--- config.mk ---
export PLATFORM = sky130hd
export DESIGN_NAME = timer_block
export DESIGN_NICKNAME = d
export VERILOG_FILES = /design/src/rtl/timer_pkg.sv /design/src/rtl/timer_block.sv
export SDC_FILE = /design/constraint.sdc
export NUM_CORES = 1
export LEC_CHECK = 0
export BUFFER_PORTS_ARGS = -buffer_cell sky130_fd_sc_hd__buf_2
export CAP_MARGIN = 20
export CORE_MARGIN = 5
export CORE_UTILIZATION = 46
export CTS_CLUSTER_DIAMETER = 60
export DETAILED_ROUTE_END_ITERATION = 8
export PLACE_DENSITY = 0.76
export SKIP_CTS_REPAIR_TIMING = 1
export SYNTH_ARGS = -nofsm -noshare
export SYNTH_HDL_FRONTEND = slang
export SYNTH_SLANG_ARGS = --single-unit
--- constraint.sdc ---
create_clock -name clk_i -period 6.4 [get_ports clk_i]
set_input_delay 0 -clock clk_i [delete_from_list [all_inputs] [get_ports clk_i]]
set_output_delay 0 -clock clk_i [all_outputs]
set_load 0.01 [all_outputs]
--- src/rtl/timer_pkg.sv ---
/*
  timer_pkg: register offsets, field positions, reset values and mode
  codes shared by the timer block.
  assumes a classic wishbone slave with 32-bit data, word aligned.
*/
package timer_pkg;

  //////////////////////////////////////////////////////////////////////////
  // register word indices (byte offset of each register is index * 4)
  localparam logic [7:0] IDX_T3_LOW   = 8'h94;
  localparam logic [7:0] IDX_T3_HIGH  = 8'h95;
  localparam logic [7:0] IDX_CTRL     = 8'h00;
  localparam logic [7:0] IDX_MODE     = 8'h01;
  localparam logic [7:0] IDX_EXTCFG   = 8'h02;
  localparam logic [7:0] IDX_TA_LOW   = 8'h03;
  localparam logic [7:0] IDX_TA_HIGH  = 8'h04;
  localparam logic [7:0] IDX_TB_LOW   = 8'h05;
  localparam logic [7:0] IDX_TB_HIGH  = 8'h06;
  localparam logic [7:0] IDX_T3_CTRL  = 8'h07;
  localparam logic [7:0] IDX_IRQ_STAT = 8'h08;
  localparam logic [7:0] IDX_IRQ_EN   = 8'h09;
  localparam logic [7:0] IDX_IRQ_CLR  = 8'h0A;

  //////////////////////////////////////////////////////////////////////////
  // control register fields
  localparam int CTRL_A_RUN  = 4;
  localparam int CTRL_A_OVF  = 5;
  localparam int CTRL_B_RUN  = 6;
  localparam int CTRL_B_OVF  = 7;
  // mode register: timer a in [3:0], timer b in [7:4]
  localparam int MODE_A_LSB  = 0;
  localparam int MODE_B_LSB  = 4;
  localparam int MODE_GATE   = 3;
  // ext config: polarity of each gate input
  localparam int EXT_A_POL   = 3;
  localparam int EXT_B_POL   = 7;
  // timer 3 control
  localparam int T3_RUN      = 2;
  localparam int T3_SPLIT    = 3;
  localparam int T3_OVF_HI   = 7;
  localparam int T3_OVF_LO   = 6;

  localparam logic [1:0] MODE_13BIT  = 2'h0;
  localparam logic [1:0] MODE_16BIT  = 2'h1;
  localparam logic [1:0] MODE_RELOAD = 2'h2;

  localparam logic [7:0] RESET_BYTE  = 8'h00;
  localparam logic [7:0] ALL_ONES    = 8'hFF;
  localparam logic [4:0] LOW5_ONES   = 5'h1F;

  // interrupt status bit layout
  localparam int IRQ_A   = 0;
  localparam int IRQ_B   = 1;
  localparam int IRQ_T3L = 2;
  localparam int IRQ_T3H = 3;
  localparam int IRQ_N   = 4;

endpackage : timer_pkg

--- src/rtl/timer_block.sv ---
/*
  timer_block: two legacy counter/timers (13-bit, 16-bit and 8-bit
  auto-reload modes with external gating) and a third 16/8-bit timer,
  all behind a classic wishbone slave.
  assumes tick_i is a one-cycle enable from a system prescaler and that
  gate inputs are synchronous to clk_i.
*/
// Overview of operation
// - mode 1 counts the full sixteen bit pair as one counter.
// - mode 2 counts in the low byte; the high byte holds reload.
// - low byte rolling from all ones sets overflow and reloads it.
// - enabled overflow flag raises the interrupt request.
// - reload byte is never changed by the reload itself.
// - second legacy timer behaves identically with its own resources.
// - run bit counts when ungated, or gated while external input active.
// - external input active level chosen by a software polarity bit.
// - timer 3 low byte is count low or independent 8-bit count.
// - timer 3 high byte is count high or its own 8-bit count.
`timescale 1ns/1ns
module timer_block
  import timer_pkg::*;
(
  input  wire logic        clk_i,
  input  wire logic        rst_i,
  input  wire logic        tick_i,
  input  wire logic        gate_a_i,
  input  wire logic        gate_b_i,
  input  wire logic        cyc_i,
  input  wire logic        stb_i,
  input  wire logic        we_i,
  input  wire logic [9:0]  adr_i,
  input  wire logic [3:0]  sel_i,
  input  wire logic [31:0] dat_i,
  output logic      [31:0] dat_o,
  output logic             ack_o,
  output logic             err_o,
  output logic             irq_o
);

  //////////////////////////////////////////////////////////////////////////
  // state
  logic [7:0] ctrl, mode, extcfg, t3ctrl;
  logic [7:0] ta_lo, ta_hi, tb_lo, tb_hi, t3_lo, t3_hi;
  logic [IRQ_N-1:0] irq_stat, irq_en;
  logic [7:0] next_ctrl, next_mode, next_extcfg, next_t3ctrl;
  logic [7:0] next_ta_lo, next_ta_hi, next_tb_lo, next_tb_hi;
  logic [7:0] next_t3_lo, next_t3_hi;
  logic [IRQ_N-1:0] next_irq_stat, next_irq_en;
  logic [31:0] next_dat;
  logic        next_ack, next_err, next_irq;

  // one legacy timer step: returns {ovf, hi, lo}
  function automatic logic [16:0] legacy_step(
    input logic [1:0] md,
    input logic [7:0] lo,
    input logic [7:0] hi
  );
    logic [15:0] cnt;
    logic [16:0] r;
    cnt = 16'h0000;
    r   = {1'b0, hi, lo};
    unique case (md)
      MODE_13BIT: begin
        r[4:0] = lo[4:0] + 5'h01;
        if (lo[4:0] == LOW5_ONES) begin
          r[15:8] = hi + 8'h01;
          r[16]   = (hi == ALL_ONES);
        end
      end
      MODE_16BIT: begin
        cnt = {hi, lo} + 16'h0001;
        r   = {({hi, lo} == 16'hFFFF), cnt};
      end
      MODE_RELOAD: begin
        r[7:0] = (lo == ALL_ONES) ? hi : lo + 8'h01;
        r[16]  = (lo == ALL_ONES);
        r[15:8] = hi;
      end
      default: r = {1'b0, hi, lo};  // mode 3 halts only the timer that selects it
    endcase
    return r;
  endfunction : legacy_step

  // counting enable with optional gating
  function automatic logic run_ok(
    input logic run,
    input logic gate_sel,
    input logic gate_in,
    input logic pol
  );
    return run && (!gate_sel || (gate_in == pol));
  endfunction : run_ok

  function automatic logic [7:0] wr_byte(
    input logic [7:0] old,
    input logic       en,
    input logic [7:0] d
  );
    return en ? d : old;
  endfunction : wr_byte

  //////////////////////////////////////////////////////////////////////////
  // bus decode
  logic        req, wr, lane0;
  logic [7:0]  widx, wd;
  logic        hit;
  logic [16:0] sa, sb;
  logic        en_a, en_b, en_t3;
  logic [15:0] t3_sum;
  logic [7:0]  t3l_inc, t3h_inc;
  logic [IRQ_N-1:0] ev;
  logic        wr_a, wr_b, wr_t3;
  logic        step_a, step_b, step_t3;

  assign req   = cyc_i && stb_i && !ack_o && !err_o;
  assign wr    = req && we_i;
  assign lane0 = sel_i[0];
  assign widx  = adr_i[9:2];
  assign wd    = dat_i[7:0];

  always_comb begin
    unique case (widx)
      IDX_CTRL, IDX_MODE, IDX_EXTCFG, IDX_TA_LOW, IDX_TA_HIGH,
      IDX_TB_LOW, IDX_TB_HIGH, IDX_T3_CTRL, IDX_T3_LOW, IDX_T3_HIGH,
      IDX_IRQ_STAT, IDX_IRQ_EN, IDX_IRQ_CLR: hit = 1'b1;
      default: hit = 1'b0;
    endcase
  end

  //////////////////////////////////////////////////////////////////////////
  // timer arithmetic
  assign sa = legacy_step(mode[MODE_A_LSB +: 2], ta_lo, ta_hi);
  assign sb = legacy_step(mode[MODE_B_LSB +: 2], tb_lo, tb_hi);
  assign en_a = tick_i && run_ok(ctrl[CTRL_A_RUN],
                                 mode[MODE_A_LSB + MODE_GATE],
                                 gate_a_i, extcfg[EXT_A_POL]);
  assign en_b = tick_i && run_ok(ctrl[CTRL_B_RUN],
                                 mode[MODE_B_LSB + MODE_GATE],
                                 gate_b_i, extcfg[EXT_B_POL]);
  assign en_t3   = tick_i && t3ctrl[T3_RUN];
  assign t3_sum  = {t3_hi, t3_lo} + 16'h0001;
  assign t3l_inc = t3_lo + 8'h01;
  assign t3h_inc = t3_hi + 8'h01;

  // a count write wins its cycle; step and flag are dropped together
  // so a flag never appears without the reload that goes with it
  assign wr_a    = wr && lane0
                   && (widx == IDX_TA_LOW || widx == IDX_TA_HIGH);
  assign wr_b    = wr && lane0
                   && (widx == IDX_TB_LOW || widx == IDX_TB_HIGH);
  assign wr_t3   = wr && lane0
                   && (widx == IDX_T3_LOW || widx == IDX_T3_HIGH);
  assign step_a  = en_a && !wr_a;
  assign step_b  = en_b && !wr_b;
  assign step_t3 = en_t3 && !wr_t3;

  always_comb begin
    ev = '0;
    ev[IRQ_A] = step_a && sa[16];
    ev[IRQ_B] = step_b && sb[16];
    if (t3ctrl[T3_SPLIT]) begin
      ev[IRQ_T3L] = step_t3 && (t3_lo == ALL_ONES);
      ev[IRQ_T3H] = step_t3 && (t3_hi == ALL_ONES);
    end else begin
      ev[IRQ_T3H] = step_t3 && ({t3_hi, t3_lo} == 16'hFFFF);
    end
  end

  //////////////////////////////////////////////////////////////////////////
  // next state
  always_comb begin
    next_ctrl     = ctrl;
    next_mode     = mode;
    next_extcfg   = extcfg;
    next_t3ctrl   = t3ctrl;
    next_ta_lo    = ta_lo;
    next_ta_hi    = ta_hi;
    next_tb_lo    = tb_lo;
    next_tb_hi    = tb_hi;
    next_t3_lo    = t3_lo;
    next_t3_hi    = t3_hi;
    next_irq_en   = irq_en;
    next_irq_stat = irq_stat;

    // software writes first; flag events below win over them
    if (wr && lane0) begin
      unique case (widx)
        IDX_CTRL:    next_ctrl   = wd;
        IDX_MODE:    next_mode   = wd;
        IDX_EXTCFG:  next_extcfg = wd;
        IDX_T3_CTRL: next_t3ctrl = wd;
        IDX_TA_LOW:  next_ta_lo  = wd;
        IDX_TA_HIGH: next_ta_hi  = wd;
        IDX_TB_LOW:  next_tb_lo  = wd;
        IDX_TB_HIGH: next_tb_hi  = wd;
        IDX_T3_LOW:  next_t3_lo  = wd;
        IDX_T3_HIGH: next_t3_hi  = wd;
        IDX_IRQ_EN:  next_irq_en = wd[IRQ_N-1:0];
        IDX_IRQ_CLR: next_irq_stat = irq_stat & ~wd[IRQ_N-1:0];
        default: ;
      endcase
    end

    // count update skipped on the write cycle of the same timer
    if (step_a) begin
      next_ta_lo = sa[7:0];
      next_ta_hi = sa[15:8];
    end
    if (step_b) begin
      next_tb_lo = sb[7:0];
      next_tb_hi = sb[15:8];
    end
    if (step_t3) begin
      if (t3ctrl[T3_SPLIT]) begin
        next_t3_lo = t3l_inc;
        next_t3_hi = t3h_inc;
      end else begin
        next_t3_lo = t3_sum[7:0];
        next_t3_hi = t3_sum[15:8];
      end
    end

    // sticky flags: set beats a same-cycle clear
    if (ev[IRQ_A])   next_ctrl[CTRL_A_OVF]  = 1'b1;
    if (ev[IRQ_B])   next_ctrl[CTRL_B_OVF]  = 1'b1;
    if (ev[IRQ_T3L]) next_t3ctrl[T3_OVF_LO] = 1'b1;
    if (ev[IRQ_T3H]) next_t3ctrl[T3_OVF_HI] = 1'b1;
    next_irq_stat = next_irq_stat | ev;
  end

  //////////////////////////////////////////////////////////////////////////
  // bus answer and interrupt
  always_comb begin
    next_dat = 32'h0000_0000;
    next_ack = req && hit;
    next_err = req && !hit;      // unmapped address answers with err
    if (req && !we_i) begin
      unique case (widx)
        IDX_CTRL:     next_dat[7:0] = ctrl;
        IDX_MODE:     next_dat[7:0] = mode;
        IDX_EXTCFG:   next_dat[7:0] = extcfg;
        IDX_T3_CTRL:  next_dat[7:0] = t3ctrl;
        IDX_TA_LOW:   next_dat[7:0] = ta_lo;
        IDX_TA_HIGH:  next_dat[7:0] = ta_hi;
        IDX_TB_LOW:   next_dat[7:0] = tb_lo;
        IDX_TB_HIGH:  next_dat[7:0] = tb_hi;
        IDX_T3_LOW:   next_dat[7:0] = t3_lo;
        IDX_T3_HIGH:  next_dat[7:0] = t3_hi;
        IDX_IRQ_STAT: next_dat[IRQ_N-1:0] = irq_stat;
        IDX_IRQ_EN:   next_dat[IRQ_N-1:0] = irq_en;
        default: ;
      endcase
    end
    // built from the next flags so the level moves with them
    next_irq = |(next_irq_stat & next_irq_en);
  end

  //////////////////////////////////////////////////////////////////////////
  // timer and register state
  always_ff @(posedge clk_i) begin
    if (rst_i) begin
      ctrl     <= RESET_BYTE;
      mode     <= RESET_BYTE;
      extcfg   <= RESET_BYTE;
      t3ctrl   <= RESET_BYTE;
      ta_lo    <= RESET_BYTE;
      ta_hi    <= RESET_BYTE;
      tb_lo    <= RESET_BYTE;
      tb_hi    <= RESET_BYTE;
      t3_lo    <= RESET_BYTE;
      t3_hi    <= RESET_BYTE;
      irq_stat <= '0;
      irq_en   <= '0;
    end else begin
      ctrl     <= next_ctrl;
      mode     <= next_mode;
      extcfg   <= next_extcfg;
      t3ctrl   <= next_t3ctrl;
      ta_lo    <= next_ta_lo;
      ta_hi    <= next_ta_hi;
      tb_lo    <= next_tb_lo;
      tb_hi    <= next_tb_hi;
      t3_lo    <= next_t3_lo;
      t3_hi    <= next_t3_hi;
      irq_stat <= next_irq_stat;
      irq_en   <= next_irq_en;
    end
  end

  //////////////////////////////////////////////////////////////////////////
  // registered bus answer and interrupt level
  always_ff @(posedge clk_i) begin
    if (rst_i) begin
      dat_o    <= 32'h0000_0000;
      ack_o    <= 1'b0;
      err_o    <= 1'b0;
      irq_o    <= 1'b0;
    end else begin
      dat_o    <= next_dat;
      ack_o    <= next_ack;
      err_o    <= next_err;
      irq_o    <= next_irq;
    end
  end

endmodule : timer_block

==> results by group <==
Power
  – Seq pwr share: 44.8%
  – Max VDD drop: between 0.00015 and 0.0002 V
  – Sw power: 316 uW
  – Pwr Density: approximately 190 nW/um2
  – Part of the power in the clock network: between 40 and 50%
  – Switch share: 23.0%
  – Int Pwr: 1060 uW
  – Total power after layout: 1370 uW
  – Combinational share of power: a little under 6%
  – Leak Pwr: roughly 0.0026 uW

Synth
  – Mux contribution to synthesized area: a little under a tenth
  – Primary FF master, synth: dfxtp_1
  – Xor and xnor area share after synthesis: under 10%
  – Post-synth cell types: between 70 and 80
  – Post-synth EDFFs: 0
  – Ys Warns: 0
  – Synth Area in Simple Gates: between 20% and 30%
  – Compound-Gate Fraction of Synth Area: between 20% and 30%
  – Synth Area in Adders: 3.04%
  – Ys async rst share: 0%
  – Gate Count Post-Synth: around 830
  – Number of synthesized register bits: 99
  – Cell Area, Synth: approximately 6600 um2
  – Syn avg cell area: between 7 and 8 um2
  – Largest family of logic cells by synthesized area: compound AO/OA/AOI/OAI gates
  – Sequential area share after synthesis: a little under a third

Layout
  – Register Area: between 1500 and 2000 um2
  – Layout cells sized above 1: under 10%
  – Multi-input logic area: around 4200 um2
  – Synth-to-layout area growth: 7.21%
  – Nets: a little under 900
  – Layout filler cell count: around 1400
  – N_diodes: 0

Clocking
  – Num CTS Buffers: 9
  – Clk_lat worst skew: about 0.36 ns
  – Max Root-Sink Buffers: 2
  – Sink Count: ~100
  – CTS tree: yes
  – CTS root buf: clkbuf_16
  – Clock transition at the registers of the reported paths: 0.07 ns
  – H-tree depth: 3

Drt
  – Vias: 6513
  – DRT antenna net count: 0
  – Vias per Instance: 6.46
  – DRC violations left: 0
  – Pre-antenna DRT Iters: 6
  – WL/cell: 20.1 um
  – 1st-iter DRT viols: 834
  – Routed wire length: ~20 mm

Worst setup path
  – Crit-path max FO: 11
  – CP startpoint: err_o
  – Cell depth of the worst flop-to-flop path: 6
  – RR Endpoint: irq_o
  – Crit path required time: 6.62 ns
  – Slowest cell delay on critical path: 0.85 ns
  – Cell Chain, Critical Path: nor4bb_1, nand3_1, o21bai_1, nor4_1, o21ai_0, o2111ai_1
  – Critical Path Source Type: flop
  – Reg2Reg Setup Slack: roughly 3.3 ns
  – Crit path max-delay family: simple AND/OR/NAND/NOR gates
  – CP Buf/Inv Count: 0
  – Reg-to-Reg Start: err_o
  – Crit end category: flop
  – Crit path DAT: 3.28 ns
  – Crit path max-delay cell type: o21bai_1
  – WS Path Type: reg -> reg

Timing
  – Setup TNS Final: 0 ns
  – Slew of the pin with the lowest slew margin: ~0.99 ns
  – Final worst path period share: 47.8%
  – Final number of hold-violating endpoints: 0
  – Max Slew Vio Count: 0
  – FMAX: approximately 330 MHz
  – Setup violators final: 0
  – Fin crit period: just over 3 ns
  – RSZ-0062 raised after global routing: no
  – Relative max-transition margin: about a third
  – Min Hold Slack: around 0.039 ns
  – Worst Clk Skew: around 0.0093 ns

Worst hold path
  – HP Class: in -> reg
  – Hold Path End: t3_hi[7]
  – Hold Path Depth: 3
  – Worst min-delay path startpoint: dat_i[7]

Run
  – Max Cap Violations: 0

Floorplanning
  – Die area: 16800 um2
  – Starting density of the core: a little under half
  – Core Area: about 14000 um2
  – Die width: approximately 130 um
  – Die Ht: roughly 130 um
  – # rows: 43
  – IO Pins: 89

Place
  – Placer Congestion: just under 1
  – Hpwl dp: roughly 14 mm
  – Port bufs: 35

Outcome
  – Outcome: finished, final reports clean

Global route
  – Total grt overflow: 0
  – Initial antenna violation count: 0
  – Total global-route track usage: roughly a quarter
  – Vias in the first global route: a little under 6000
  – First-pass GRT wire length: roughly 32 mm
  – Pin count of the biggest net entering global routing: just under 80
[tightest hold or removal path: stages]
cell,delay (ns)
buf_2,0.20
nand2_1,0.09
a21oi_1,0.06
[worst max-delay path by stage]
stage / end / slack [ns] / cells past startpoint
finish: irq_o / 3.34 / 6
CTS: irq_o / 3.44 / 6
global route: irq_o / 3.18 / 6
floorplan: tb_hi[0] / 3.86 / 10
detailed placement: irq_o / 3.40 / 7
global placement: irq_o / 3.41 / 7
[cells by family (layout without fill, tap and decap cells)]
group           count (synthesis)  count (layout)
simple gates                  297             297
compound gates                240             240
buf+inv                       100              77
flops                          99              99
mux                            57              57
xor+xnor                       18              18
fa+ha+maj                      16              16
other cells                     1              24
[flip-flops by register name (all words and copies together), names as in the netlist]
signal / count
t3_lo: 8
tb_hi: 8
t3ctrl: 8
t3_hi: 8
ta_lo: 8
irq_en: 4
ack_o: 1
ctrl: 8
extcfg: 8
tb_lo: 8
irq_o: 1
ta_hi: 8
mode: 8
dat_o: 8
irq_stat: 4
err_o: 1
[power groups by stage]
| stage | Combinational, uW | Sequential, uW | Clock [uW] |
|---|---|---|---|
| after floorplan | 60.3 | 631 | 0 |
| after global placement | 76.6 | 631 | 0 |
| after detailed placement | 77.0 | 631 | 0 |
| after CTS | 77.1 | 616 | 688 |
| after global routing | 84.6 | 616 | 713 |
| final | 79.7 | 616 | 678 |
[cell type report]
| type | instances | area share (%) |
|---|---|---|
| clock inverter | 7 | 2.05 |
| multi-input combinational | 652 | 59.5 |
| timing repair buffer | 38 | 2.80 |
| sequential | 99 | 28.0 |
| inverter | 23 | 1.22 |
| tap | 180 | 3.19 |
| clock buffer | 9 | 3.19 |
[per-stage QoR]
stage	area, um2	setup slack [ns]	utilization (%)	instances
2_1_floorplan	6680	3.86	-	851
3_3_place_gp	6700	3.41	47.9	992
3_5_place_dp	6700	3.40	47.9	992
4_1_cts	7070	3.44	50.5	1008
5_1_grt	7070	3.18	50.5	1008
6_report	7070	3.34	50.5	1008
[Yosys cell counts (4+ instances only)]
master,count,area (um2)
or2_2,4,25.0
o211ai_1,8,60.1
and2_1,8,50.1
nor4_1,8,50.1
nor2b_1,4,25.0
o21a_1,6,45.0
buf_2,15,75.1
o2bb2ai_1,4,35.0
a211oi_1,14,105
inv_1,23,86.3
a22oi_1,15,113
a221oi_1,11,96.3
a211o_1,6,52.6
a21o_1,4,30.0
nand3b_1,6,45.0
nor2_1,97,364
buf_4,25,188
mux2_2,5,56.3
nand4_1,11,68.8
and3_1,7,43.8
nor3_1,19,95.1
a221o_1,4,40.0
dfxtp_1,99,1980
a21oi_1,45,225
a22o_1,14,123
nand2b_1,10,62.6
and4_1,4,35.0
ha_1,16,200
a21boi_0,4,30.0
o21ai_0,40,200
a31oi_1,21,131
nand2_1,71,267
a32o_1,4,40.0
or3_1,4,25.0
o31ai_1,4,30.0
mux2i_1,50,500
o32ai_1,4,35.0
xor2_1,9,78.8
xnor2_1,9,78.8
nand3_1,25,125
clkbuf_1,34,128
[per-layer routing]
metal / GRT usage, % / routed length, um / vias to the layer above
li1: - / - / 3015
met1: 32.6 / 8670 / 3075
met2: 36.7 / 8900 / 375
met3: 5.65 / 2100 / 48
met4: 9.11 / 627 / 0
met5: 0 / 0 / -
[cell usage in the layout, fill, tap and decap left out, types with 5 or more instances in the layout]
master,count
xor2_1,9
a21oi_1,45
xnor2_1,9
nand4_1,11
buf_2,35
nand2b_1,10
a211o_1,6
o211ai_1,8
o21ai_0,40
a31oi_1,21
mux2_2,5
nor2_1,97
a221oi_1,11
clkbuf_16,9
nand3b_1,6
inv_1,23
and2_1,8
a22oi_1,15
conb_1,24
a211oi_1,14
dfxtp_1,99
nand3_1,25
and3_1,7
nor3_1,18
mux2i_1,50
o21a_1,6
a22o_1,14
nand2_1,71
ha_1,16
nor4_1,8
(Power assumes the default switching activity.)
